[src/sdt_pkg.sv]
// constants shared by the split-mode dual 8-bit timer files
// assumes registers sit one per aligned 32-bit word, byte address = index * 4
`default_nettype none

package sdt_pkg;

  // register indices (byte address is four times the index)
  localparam logic [5:0] IDX_PRESCALE_AND_RUN = 6'h00;
  localparam logic [5:0] IDX_LANE_OUTPUT_EN   = 6'h01;
  localparam logic [5:0] IDX_IDLE_OUTPUT_LVL  = 6'h02;
  localparam logic [5:0] IDX_SPLIT_SELECT     = 6'h03;
  localparam logic [5:0] IDX_COMMAND_CLEAR    = 6'h04;
  localparam logic [5:0] IDX_COMMAND_SET      = 6'h05;
  localparam logic [5:0] IDX_IRQ_ENABLE       = 6'h0A;
  localparam logic [5:0] IDX_IRQ_FLAGS        = 6'h0B;
  localparam logic [5:0] IDX_DEBUG_CONTROL    = 6'h0E;
  localparam logic [5:0] IDX_LOW_COUNT        = 6'h20;
  localparam logic [5:0] IDX_HIGH_COUNT       = 6'h21;
  localparam logic [5:0] IDX_LOW_TOP          = 6'h26;
  localparam logic [5:0] IDX_HIGH_TOP         = 6'h27;
  localparam logic [5:0] IDX_COMPARE_BASE     = 6'h28;
  localparam logic [5:0] IDX_COMPARE_LAST     = 6'h2D;

  // field positions
  localparam int unsigned RUN_BIT          = 0;
  localparam int unsigned PRESCALE_LSB     = 1;
  localparam int unsigned PRESCALE_W       = 3;
  localparam int unsigned SPLIT_BIT        = 0;
  localparam int unsigned TARGET_LSB       = 0;
  localparam int unsigned COMMAND_LSB      = 2;
  localparam int unsigned LOW_LANE_LSB     = 0;
  localparam int unsigned HIGH_LANE_LSB    = 4;
  localparam int unsigned IRQ_LOW_UNF_BIT  = 0;
  localparam int unsigned IRQ_HIGH_UNF_BIT = 1;
  localparam int unsigned IRQ_MATCH_LSB    = 4;
  localparam int unsigned RUN_HALTED_BIT   = 0;
  localparam int unsigned NUM_CHANNELS     = 3;

  // writable bit masks
  localparam logic [7:0] PRESCALE_RUN_MASK = 8'h0F;
  localparam logic [7:0] LANE_MASK         = 8'h77;
  localparam logic [7:0] IRQ_MASK          = 8'h73;

  // reset values
  localparam logic [7:0] RST_BYTE  = 8'h00;
  localparam logic [7:0] RST_TOP   = 8'hFF;
  localparam logic [7:0] RST_COUNT = 8'h00;

  // command and target codes
  localparam logic [1:0] CMD_NONE       = 2'h0;
  localparam logic [1:0] CMD_RESTART    = 2'h2;
  localparam logic [1:0] CMD_HARD_RESET = 2'h3;
  localparam logic [1:0] TARGET_NONE    = 2'h0;
  localparam logic [1:0] TARGET_BOTH    = 2'h3;

  // prescaler counter width, enough for division by 1024
  localparam int unsigned PRESCALE_CNT_W = 10;

endpackage : sdt_pkg

`default_nettype wire

[src/sdt_split_timer.sv]
// split-mode dual 8-bit timer: APB register file, commands, flags, waveform pins
// assumes a zero-wait APB master and a debug halt level on the same clock
//
// Function
// RULE1 - clock select divides by 1..1024
// RULE2 - run bit enables the timer
// RULE3 - lane enable bits hand pins to waveform
// RULE4 - idle level bits set outputs while stopped
// RULE5 - split bit runs two 8-bit counters
// RULE6 - command field always reads zero
// RULE7 - commands: none, restart, hard reset
// RULE8 - target field selects both counters
// RULE9 - software writes command together with target
// RULE10 - clear port clears only bits written one
// RULE11 - set port sets only bits written one
// RULE12 - enable bits gate interrupt requests
// RULE13 - low counter match sets channel flag
// RULE14 - flags stay until written one
// RULE15 - high bottom sets high underflow flag
// RULE16 - low bottom sets low underflow flag
// RULE17 - counter write beats count and reload
// RULE18 - own top and compare per counter
// RULE19 - debug halt stops unless run bit set
// RULE20 - count down per tick, reload at zero
//
// Design decision made here: the APB interface to the registers.
`default_nettype none

module sdt_split_timer (
  input  wire logic        CLK_IN,
  input  wire logic        RST_IN,
  input  wire logic        PSEL_IN,
  input  wire logic        PENABLE_IN,
  input  wire logic        PWRITE_IN,
  input  wire logic [7:0]  PADDR_IN,
  input  wire logic [31:0] PWDATA_IN,
  input  wire logic [3:0]  PSTRB_IN,
  output logic      [31:0] PRDATA_OUT,
  output logic             PREADY_OUT,
  output logic             PSLVERR_OUT,
  input  wire logic        DEBUG_HALT_IN,
  output logic      [5:0]  WAVEFORM_PIN_OUT,
  output logic      [5:0]  WAVEFORM_PIN_OE_OUT,
  output logic             IRQ_REQ_OUT
);
  import sdt_pkg::*;

  // register state
  logic [7:0] prescale_and_run_reg;
  logic [7:0] lane_output_enable_reg;
  logic [7:0] idle_output_level_reg;
  logic [7:0] split_select_reg;
  logic [1:0] command_target_reg;
  logic [7:0] irq_enable_reg;
  logic [7:0] irq_flags_reg;
  logic [7:0] irq_flags_next;
  logic [7:0] debug_control_reg;
  logic [7:0] low_top_value_reg;
  logic [7:0] high_top_value_reg;
  logic [7:0] compare_reg [0:2*NUM_CHANNELS-1];
  logic [31:0] prdata_reg;
  logic        pslverr_reg;
  logic        irq_req_reg;
  logic [5:0]  pin_oe_reg;

  // bus decode
  logic [5:0] reg_index;
  logic       setup_phase;
  logic       access_phase;
  logic       addr_ok;
  logic       wr_en;
  logic [7:0] wr_byte;
  logic [7:0] rd_byte;
  logic [2:0] compare_sel;

  // timer control
  logic       run_enable;
  logic       split_operation;
  logic       counting;
  logic       tick;
  logic       cmd_write;
  logic [1:0] cmd_code;
  logic       target_both;
  logic       restart_cmd;
  logic       hard_reset_cmd;
  logic       clear_all;
  logic [7:0] low_counter_value;
  logic [7:0] high_counter_value;
  logic       low_underflow;
  logic       high_underflow;
  logic [NUM_CHANNELS-1:0] low_channel_match;
  logic [5:0] wave_level;
  logic [7:0] flag_set;
  logic [7:0] flag_clear;

  // which indices answer; the split layout only exists with the split bit set
  function automatic logic map_hit(input logic [5:0] idx, input logic split);
    logic common;
    logic split_only;
    common     = (idx == IDX_PRESCALE_AND_RUN) || (idx == IDX_SPLIT_SELECT) ||
                 (idx == IDX_DEBUG_CONTROL);
    split_only = (idx == IDX_LANE_OUTPUT_EN) || (idx == IDX_IDLE_OUTPUT_LVL) ||
                 (idx == IDX_COMMAND_CLEAR) || (idx == IDX_COMMAND_SET) ||
                 (idx == IDX_IRQ_ENABLE) || (idx == IDX_IRQ_FLAGS) ||
                 (idx == IDX_LOW_COUNT) || (idx == IDX_HIGH_COUNT) ||
                 (idx == IDX_LOW_TOP) || (idx == IDX_HIGH_TOP) ||
                 ((idx >= IDX_COMPARE_BASE) && (idx <= IDX_COMPARE_LAST));
    return common || (split && split_only); // see RULE5
  endfunction : map_hit

  // apb phases; registers live in byte lane 0 only
  assign reg_index    = PADDR_IN[7:2];
  assign setup_phase  = PSEL_IN && !PENABLE_IN;
  assign access_phase = PSEL_IN && PENABLE_IN;
  assign addr_ok      = (PADDR_IN[1:0] == 2'h0) && map_hit(reg_index, split_operation);
  assign wr_en        = access_phase && PWRITE_IN && PSTRB_IN[0] && addr_ok;
  assign wr_byte      = PWDATA_IN[7:0];
  assign compare_sel  = 3'(reg_index - IDX_COMPARE_BASE);

  // run conditions
  assign run_enable      = prescale_and_run_reg[RUN_BIT]; // see RULE2
  assign split_operation = split_select_reg[SPLIT_BIT]; // see RULE5
  assign counting        = run_enable && split_operation &&
                           !(DEBUG_HALT_IN && !debug_control_reg[RUN_HALTED_BIT]); // see RULE19

  // commands act only when written with target both, from either port
  assign cmd_write      = wr_en && ((reg_index == IDX_COMMAND_SET) ||
                                    (reg_index == IDX_COMMAND_CLEAR));
  assign cmd_code       = wr_byte[COMMAND_LSB +: 2];
  assign target_both    = (wr_byte[TARGET_LSB +: 2] == TARGET_BOTH); // see RULE8
  assign restart_cmd    = cmd_write && target_both && (cmd_code == CMD_RESTART); // see RULE7
  assign hard_reset_cmd = cmd_write && target_both && (cmd_code == CMD_HARD_RESET) &&
                          !run_enable; // see RULE7
  // hard reset returns every register except the APB read data and error to its reset value; it cannot fire while running
  assign clear_all      = RST_IN || hard_reset_cmd;

  sdt_prescaler #(
    .CNT_W (PRESCALE_CNT_W)
  ) u_prescaler (
    .clk_in    (CLK_IN),
    .rst_in    (clear_all),
    .run_in    (counting),
    .clear_in  (restart_cmd),
    .select_in (prescale_and_run_reg[PRESCALE_LSB +: PRESCALE_W]),
    .tick_out  (tick)
  );

  sdt_byte_counter #(
    .WIDTH (8)
  ) u_low_counter (
    .clk_in        (CLK_IN),
    .rst_in        (clear_all),
    .tick_in       (tick),
    .restart_in    (restart_cmd),
    .load_in       (wr_en && (reg_index == IDX_LOW_COUNT)), // see RULE17
    .load_value_in (wr_byte),
    .top_in        (low_top_value_reg), // see RULE18
    .count_out     (low_counter_value),
    .underflow_out (low_underflow)
  );

  sdt_byte_counter #(
    .WIDTH (8)
  ) u_high_counter (
    .clk_in        (CLK_IN),
    .rst_in        (clear_all),
    .tick_in       (tick),
    .restart_in    (restart_cmd),
    .load_in       (wr_en && (reg_index == IDX_HIGH_COUNT)), // see RULE17
    .load_value_in (wr_byte),
    .top_in        (high_top_value_reg), // see RULE18
    .count_out     (high_counter_value),
    .underflow_out (high_underflow)
  );

  // per-channel compare and waveform level; low channel k at compare_reg[2k], high at [2k+1]
  genvar ch;
  generate
    for (ch = 0; ch < NUM_CHANNELS; ch++) begin : g_channel
      logic low_wave_reg;
      logic high_wave_reg;

      // match sampled on the counting tick so a parked counter does not refire the flag
      assign low_channel_match[ch] = tick &&
                                     (low_counter_value == compare_reg[2*ch]); // see RULE13

      // stopped: outputs follow the idle levels; running: high while count below compare
      always_ff @(posedge CLK_IN) begin
        if (clear_all) begin
          low_wave_reg  <= 1'b0;
          high_wave_reg <= 1'b0;
        end else if (!run_enable) begin
          low_wave_reg  <= idle_output_level_reg[LOW_LANE_LSB + ch]; // see RULE4
          high_wave_reg <= idle_output_level_reg[HIGH_LANE_LSB + ch]; // see RULE4
        end else if (tick) begin
          low_wave_reg  <= (low_counter_value < compare_reg[2*ch]); // see RULE18
          high_wave_reg <= (high_counter_value < compare_reg[2*ch+1]); // see RULE18
        end
      end

      assign wave_level[ch]                = low_wave_reg;
      assign wave_level[NUM_CHANNELS + ch] = high_wave_reg;
    end
  endgenerate

  // control registers written directly by software
  always_ff @(posedge CLK_IN) begin
    if (clear_all) begin
      prescale_and_run_reg   <= RST_BYTE;
      lane_output_enable_reg <= RST_BYTE;
      idle_output_level_reg  <= RST_BYTE;
      split_select_reg       <= RST_BYTE;
      irq_enable_reg         <= RST_BYTE;
      debug_control_reg      <= RST_BYTE;
    end else if (wr_en) begin
      unique case (reg_index)
        IDX_PRESCALE_AND_RUN: prescale_and_run_reg   <= wr_byte & PRESCALE_RUN_MASK;
        IDX_LANE_OUTPUT_EN:   lane_output_enable_reg <= wr_byte & LANE_MASK; // see RULE3
        IDX_IDLE_OUTPUT_LVL:  idle_output_level_reg  <= wr_byte & LANE_MASK; // see RULE4
        IDX_SPLIT_SELECT:     split_select_reg       <= {7'h00, wr_byte[SPLIT_BIT]};
        IDX_IRQ_ENABLE:       irq_enable_reg         <= wr_byte & IRQ_MASK; // see RULE12
        IDX_DEBUG_CONTROL:    debug_control_reg      <= {7'h00, wr_byte[RUN_HALTED_BIT]};
        default: begin
        end
      endcase
    end
  end

  // top values reset to all ones so a fresh counter runs the full range
  always_ff @(posedge CLK_IN) begin
    if (clear_all) begin
      low_top_value_reg  <= RST_TOP;
      high_top_value_reg <= RST_TOP;
    end else if (wr_en && (reg_index == IDX_LOW_TOP)) begin
      low_top_value_reg  <= wr_byte;
    end else if (wr_en && (reg_index == IDX_HIGH_TOP)) begin
      high_top_value_reg <= wr_byte;
    end
  end

  // compare values
  always_ff @(posedge CLK_IN) begin
    if (clear_all) begin
      for (int i = 0; i < 2*NUM_CHANNELS; i++) begin
        compare_reg[i] <= RST_BYTE;
      end
    end else if (wr_en && (reg_index >= IDX_COMPARE_BASE) &&
                 (reg_index <= IDX_COMPARE_LAST)) begin
      compare_reg[compare_sel] <= wr_byte;
    end
  end

  // target bits: set port ors ones in, clear port knocks ones out, command bits never stored
  always_ff @(posedge CLK_IN) begin
    if (clear_all) begin
      command_target_reg <= TARGET_NONE;
    end else if (wr_en && (reg_index == IDX_COMMAND_SET)) begin
      command_target_reg <= command_target_reg | wr_byte[TARGET_LSB +: 2]; // see RULE11
    end else if (wr_en && (reg_index == IDX_COMMAND_CLEAR)) begin
      command_target_reg <= command_target_reg & ~wr_byte[TARGET_LSB +: 2]; // see RULE10
    end
  end

  // flag sources and software clear
  always_comb begin
    flag_set = 8'h00;
    flag_set[IRQ_LOW_UNF_BIT]  = low_underflow; // see RULE16
    flag_set[IRQ_HIGH_UNF_BIT] = high_underflow; // see RULE15
    flag_set[IRQ_MATCH_LSB +: NUM_CHANNELS] = low_channel_match; // see RULE13
    flag_clear = (wr_en && (reg_index == IDX_IRQ_FLAGS)) ? (wr_byte & IRQ_MASK) : 8'h00;
    // a new event in the clearing cycle survives the clear
    irq_flags_next = (irq_flags_reg & ~flag_clear) | flag_set; // see RULE14
  end

  // sticky flags and the gated request
  always_ff @(posedge CLK_IN) begin
    if (clear_all) begin
      irq_flags_reg <= RST_BYTE;
      irq_req_reg   <= 1'b0;
    end else begin
      irq_flags_reg <= irq_flags_next; // see RULE14
      irq_req_reg   <= |(irq_flags_next & irq_enable_reg); // see RULE12
    end
  end

  // pin ownership only in split operation; otherwise the port register keeps the pin
  always_ff @(posedge CLK_IN) begin
    if (clear_all) begin
      pin_oe_reg <= 6'h00;
    end else begin
      pin_oe_reg <= split_operation ?
                    {lane_output_enable_reg[HIGH_LANE_LSB +: NUM_CHANNELS],
                     lane_output_enable_reg[LOW_LANE_LSB +: NUM_CHANNELS]} :
                    6'h00; // see RULE3
    end
  end

  // read mux; unmapped indices give zero
  always_comb begin
    rd_byte = 8'h00;
    unique case (reg_index)
      IDX_PRESCALE_AND_RUN: rd_byte = prescale_and_run_reg;
      IDX_LANE_OUTPUT_EN:   rd_byte = lane_output_enable_reg;
      IDX_IDLE_OUTPUT_LVL:  rd_byte = idle_output_level_reg;
      IDX_SPLIT_SELECT:     rd_byte = split_select_reg;
      IDX_COMMAND_CLEAR,
      IDX_COMMAND_SET:      rd_byte = {6'h00, command_target_reg}; // see RULE6
      IDX_IRQ_ENABLE:       rd_byte = irq_enable_reg;
      IDX_IRQ_FLAGS:        rd_byte = irq_flags_reg;
      IDX_DEBUG_CONTROL:    rd_byte = debug_control_reg;
      IDX_LOW_COUNT:        rd_byte = low_counter_value;
      IDX_HIGH_COUNT:       rd_byte = high_counter_value;
      IDX_LOW_TOP:          rd_byte = low_top_value_reg;
      IDX_HIGH_TOP:         rd_byte = high_top_value_reg;
      default: begin
        if ((reg_index >= IDX_COMPARE_BASE) && (reg_index <= IDX_COMPARE_LAST)) begin
          rd_byte = compare_reg[compare_sel];
        end
      end
    endcase
  end

  // read data and error captured in the setup cycle, so the access phase needs no wait
  always_ff @(posedge CLK_IN) begin
    if (RST_IN) begin
      prdata_reg  <= 32'h0000_0000;
      pslverr_reg <= 1'b0;
    end else if (setup_phase) begin
      prdata_reg  <= (addr_ok && !PWRITE_IN) ? {24'h00_0000, rd_byte} : 32'h0000_0000;
      pslverr_reg <= !addr_ok;
    end
  end

  assign PRDATA_OUT          = prdata_reg;
  assign PREADY_OUT          = 1'b1;
  assign PSLVERR_OUT         = pslverr_reg;
  assign WAVEFORM_PIN_OUT    = wave_level;
  assign WAVEFORM_PIN_OE_OUT = pin_oe_reg;
  assign IRQ_REQ_OUT         = irq_req_reg;

endmodule : sdt_split_timer

`default_nettype wire

[src/sdt_prescaler.sv]
// prescaler: turns the peripheral clock into a counting tick
// assumes run_in and clear_in come from logic on the same clock
`default_nettype none

module sdt_prescaler #(
  parameter int unsigned CNT_W = sdt_pkg::PRESCALE_CNT_W
) (
  input  wire logic                               clk_in,
  input  wire logic                               rst_in,
  input  wire logic                               run_in,
  input  wire logic                               clear_in,
  input  wire logic [sdt_pkg::PRESCALE_W-1:0]     select_in,
  output logic                                    tick_out
);
  import sdt_pkg::*;

  logic [CNT_W-1:0] div_cnt_reg;
  logic [CNT_W-1:0] div_mask;

  // code to low-bit mask: divide by 1,2,4,8,16,64,256,1024
  always_comb begin
    unique case (select_in)
      3'h0:    div_mask = CNT_W'(10'h000); // see RULE1
      3'h1:    div_mask = CNT_W'(10'h001);
      3'h2:    div_mask = CNT_W'(10'h003);
      3'h3:    div_mask = CNT_W'(10'h007);
      3'h4:    div_mask = CNT_W'(10'h00F);
      3'h5:    div_mask = CNT_W'(10'h03F);
      3'h6:    div_mask = CNT_W'(10'h0FF);
      default: div_mask = CNT_W'(10'h3FF);
    endcase
  end

  // free count while running; held at zero when stopped so the first tick is a full period
  always_ff @(posedge clk_in) begin
    if (rst_in || clear_in || !run_in) begin
      div_cnt_reg <= '0;
    end else begin
      div_cnt_reg <= div_cnt_reg + CNT_W'(1);
    end
  end

  assign tick_out = run_in && ((div_cnt_reg & div_mask) == div_mask); // see RULE1

endmodule : sdt_prescaler

`default_nettype wire

[src/sdt_byte_counter.sv]
// one 8-bit down counter of the split timer, with reload from its top value
// assumes all inputs are on the same clock
`default_nettype none

module sdt_byte_counter #(
  parameter int unsigned WIDTH = 8
) (
  input  wire logic             clk_in,
  input  wire logic             rst_in,
  input  wire logic             tick_in,
  input  wire logic             restart_in,
  input  wire logic             load_in,
  input  wire logic [WIDTH-1:0] load_value_in,
  input  wire logic [WIDTH-1:0] top_in,
  output logic      [WIDTH-1:0] count_out,
  output logic                  underflow_out
);
  import sdt_pkg::*;

  logic [WIDTH-1:0] count_reg;

  // a bus write wins over restart and counting
  always_ff @(posedge clk_in) begin
    if (rst_in) begin
      count_reg <= WIDTH'(RST_COUNT);
    end else if (load_in) begin
      count_reg <= load_value_in; // see RULE17
    end else if (restart_in) begin
      count_reg <= top_in;
    end else if (tick_in) begin
      if (count_reg == '0) begin
        count_reg <= top_in; // see RULE20
      end else begin
        count_reg <= count_reg - WIDTH'(1); // see RULE20
      end
    end
  end

  assign count_out     = count_reg;
  // bottom event lost on purpose when a write overrides the same tick
  assign underflow_out = tick_in && !load_in && !restart_in && (count_reg == '0); // see RULE20

endmodule : sdt_byte_counter

`default_nettype wire

[config.mk]
export PLATFORM = sky130hd
export DESIGN_NAME = sdt_split_timer
export DESIGN_NICKNAME = d
export VERILOG_FILES = /design/src/sdt_pkg.sv /design/src/sdt_split_timer.sv /design/src/sdt_prescaler.sv /design/src/sdt_byte_counter.sv
export SDC_FILE = /design/constraint.sdc
export NUM_CORES = 1
export LEC_CHECK = 0
export ABC_AREA = 0
export ABC_CLOCK_PERIOD_IN_PS = 8800
export BUFFER_PORTS_ARGS = -buffer_cell sky130_fd_sc_hd__buf_2
export CAP_MARGIN = 20
export CORE_MARGIN = 5
export CORE_UTILIZATION = 45
export CTS_BUF_LIST = sky130_fd_sc_hd__clkbuf_4 sky130_fd_sc_hd__clkbuf_8
export DETAILED_ROUTE_END_ITERATION = 6
export HOLD_SLACK_MARGIN = 0.06
export PLACE_DENSITY_LB_ADDON = 0.05
export SKIP_CTS_REPAIR_TIMING = 1
export SYNTH_ARGS = -nofsm -noshare
export SYNTH_HDL_FRONTEND = slang
export SYNTH_HIERARCHICAL = 1
export SYNTH_SLANG_ARGS = --single-unit
[constraint.sdc]
create_clock -name CLK_IN -period 8.8 [get_ports CLK_IN]
set_input_delay 1.32 -clock CLK_IN [delete_from_list [all_inputs] [get_ports CLK_IN]]
set_output_delay 1.32 -clock CLK_IN [all_outputs]
set_load 0.1 [all_outputs]
==> flow_metrics.py <==
metrics = {
    "status": {
        "status": "complete, no violations",
    },
    "clock_tree": {
        "htree_levels": 4,
        "clk_latency_ns": 0.46,
        "cts_buffers": 17,
        "cts_tree": "yes",
        "cts-root-buf": "clkbuf_8",
        "clk_pin_slew_ns": 0.09,
        "cts_num_sinks": 142,
        "clk_path_buf_depth": 2,
    },
    "timing": {
        "fin_crit_ns": 5.399,
        "rsz0062_at_grt": "no",
        "hold_viol": 0,
        "finalMaxSlewViolations": 0,
        "tns_ns": 0,
        "period_share_pct": 61.35,
        "slew_headroom_pct": 31.61,
        "finClkSkew_ns": 0.01351,
        "whs_ns": 0.4810,
        "setup_violations": 0,
        "finalWorstSetupSlack_ns": 3.401,
        "fmax_mhz": 185.2,
        "worst_pin_slew_ns": 1.022,
    },
    "grt": {
        "grt_pass1_vias": 6882,
        "gr-usage-all-layers_pct": 24.19,
        "grt_pass1_wl_mm": 40.47,
        "grt_antenna_before_repair": 1,
        "grt_max_degree": 41,
        "grt-ovfl-total": 0,
    },
    "yosys": {
        "yosysWarnings": 6,
        "syn_inst": 932,
        "synth-main-ff-cell": "dfxtp_1",
        "ys_ff_latch": 142,
        "ys_types": 74,
        "syn_area_per_cell_sq_um": 9.321,
        "synth-seq-area-share_pct": 38.25,
        "synth-edff-count": 48,
        "syn-cell-area_sq_um": 8687,
        "synthArstFlopShare_pct": 0,
    },
    "power_and_ir_drop": {
        "p_clk_share_pct": 37.7,
        "p_sw_share_pct": 29.88,
        "pwr_density_cell_nw_per_um2": 145.3,
        "p_switching_w": 0.0004047,
        "internal-power_w": 0.0009497,
        "combPwrFrac_pct": 11.0,
        "p_seq_share_pct": 51.3,
        "vdd.ir_drop.worst_v": 0.0001511,
        "total_power_w": 0.001354,
        "p_leak_nw": 4.011,
    },
    "final_layout": {
        "final_nets": 1053,
        "largest_reg_flops": 48,
        "antenna_cells": 0,
        "drive_above_1_share_pct": 14.39,
        "syn_to_final_growth_pct": 7.317,
        "fill_cells": 1758,
        "utilization_pct": 49.51,
    },
    "min_path": {
        "hold_class": "flop to flop",
        "hold_depth": 2,
    },
    "placed_design": {
        "routabilityCongestion": 0.9068,
        "pre_cts_ws_ns": 2.979,
        "dp_hpwl_mm": 19.41,
        "portBuffers": 44,
    },
    "route": {
        "wl_per_cell_um": 21.67,
        "vias_per_cell": 5.890,
        "drc_errors": 0,
        "first_pass_iters": 6,
        "drt_wl_total_mm": 26.57,
        "vias": 7221,
        "drtIter0Drc": 811,
        "route.antenna.remaining_nets": 0,
    },
    "worst_setup_path": {
        "required_ns": 9.13,
        "reg2regPathDepth": 11,
        "arrival_ns": 5.73,
        "cp_max_fo": 32,
        "crit_path_end_kind": "flop",
        "path_class": "input pin to flop",
        "setup.worst_path.start_class": "input pin",
    },
    "floorplan": {
        "num_rows": 50,
        "design.core.area_sq_um": 18830,
        "start_util_pct": 46.13,
        "ios": 97,
        "die_w_um": 148.9,
        "die_h_um": 148.9,
        "dieArea_sq_um": 22180,
    },
    "run": {
        "drv_cap": 0,
    },
}
==> synthesized netlist by cell type, drive strengths merged, types with 8 or more instances <==
library cell	instances	area [sq um]
nand2b	18	112.6
dfxtp	94	1882
nor3	26	186.4
buf	58	389.1
nand4	12	81.33
mux2i	30	300.3
nor4	10	117.6
nand2	66	260.3
and3	15	97.59
o21ai	27	135.1
xnor2	8	70.07
inv	69	259.0
a211oi	15	125.1
a222oi	8	80.08
and2	40	250.2
mux4	9	202.7
nor2b	12	75.07
edfxtp	48	1441
a22oi	19	142.6
nand3	55	285.3
o31ai	12	103.9
a21o	13	97.59
a21oi	47	242.7
clkbuf	18	67.56
ha	50	625.6
o22ai	8	50.05
nor2	55	216.5
==> kinds of logic (layout without fill, tap and decap cells) <==
logic type / count (synthesis) / in the layout / synth area share (%)
simple gates: 343 / 343 / 22.89
compound gates: 195 / 195 / 15.90
buf+inv: 145 / 156 / 8.238
flops: 142 / 142 / 38.25
fa+ha+maj: 50 / 50 / 7.201
mux: 40 / 40 / 5.920
xor+xnor: 15 / 15 / 1.512
other cells: 2 / 25 / 0.08645
==> final timing paths <==
kind         slack, ns           startpoint                 to
max               3.40          PADDR_IN[2]        IRQ_REQ_OUT
min               0.48    irq_enable_reg[0]  irq_enable_reg[0]
max reg2reg       5.28  split_select_reg[0]        IRQ_REQ_OUT
min reg2reg       0.48    irq_enable_reg[0]  irq_enable_reg[0]
==> power by group through the flow <==
stage | combinational (W) | clock, W | sequential, W
6_report | 0.000149 | 0.000510 | 0.000695
5_1_grt | 0.000158 | 0.000553 | 0.000697
4_1_cts | 0.000147 | 0.000521 | 0.000695
3_5_place_dp | 0.000146 | 0 | 0.000711
3_3_place_gp | 0.000144 | 0 | 0.000710
2_1_floorplan | 0.000119 | 0 | 0.000709
==> worst max-delay path, cell delays in order <==
cell	delay [ns]
buf_2	0.66
or3b_4	0.47
a2111oi_4	0.45
o31ai_4	0.18
nor2_2	0.50
buf_4	0.39
and2_1	0.58
or3b_4	0.27
nor2_1	0.09
nand4b_1	0.17
o22ai_1	0.22
nor2b_1	0.09
a221oi_2	0.19
a31oi_1	0.11
==> cell type report <==
type	instances	area (sq um)	share of cell area (%)
inverters	69	259.0	2.778
clock inverters	14	132.6	1.423
repair buffers	55	304.0	3.261
clock buffers	18	241.5	2.590
flip-flops and latches	142	3323	35.65
multi-input cells	668	4737	50.81
well taps	260	325.3	3.489
==> layout by cell type, fill, tap and decap left out, drive strengths merged, types with 6 or more instances in the layout <==
master,n
a211oi,15
a21o,13
a21oi,47
a222oi,8
a22oi,19
a31oi,7
and2,40
and3,15
buf,53
clkbuf,20
conb,25
dfxtp,94
edfxtp,48
ha,50
inv,75
mux2i,30
mux4,9
nand2,66
nand2b,18
nand3,55
nand3b,7
nand4,12
nor2,55
nor2b,12
nor3,26
nor4,10
o21ai,27
o22ai,8
o2bb2ai,7
o31ai,12
or3b,6
xnor2,8
xor2,7
==> metal layers <==
layer,vias to the layer above,part of all wire [%],global-route usage (%)
li1,3356,-,-
met1,3482,44,33.87
met2,333,45,36.93
met3,48,8.5,5.591
met4,2,3.0,8.192
met5,-,0.026,0
==> stage by stage <==
stage / instance area (sq um) / cells
2_1_floorplan: 8773 / 955
3_3_place_gp: 8917 / 1190
3_5_place_dp: 8917 / 1190
4_1_cts: 9291 / 1222
5_1_grt: 9323 / 1226
6_report: 9323 / 1226
Note: power is estimated with default switching activity, not from simulation.
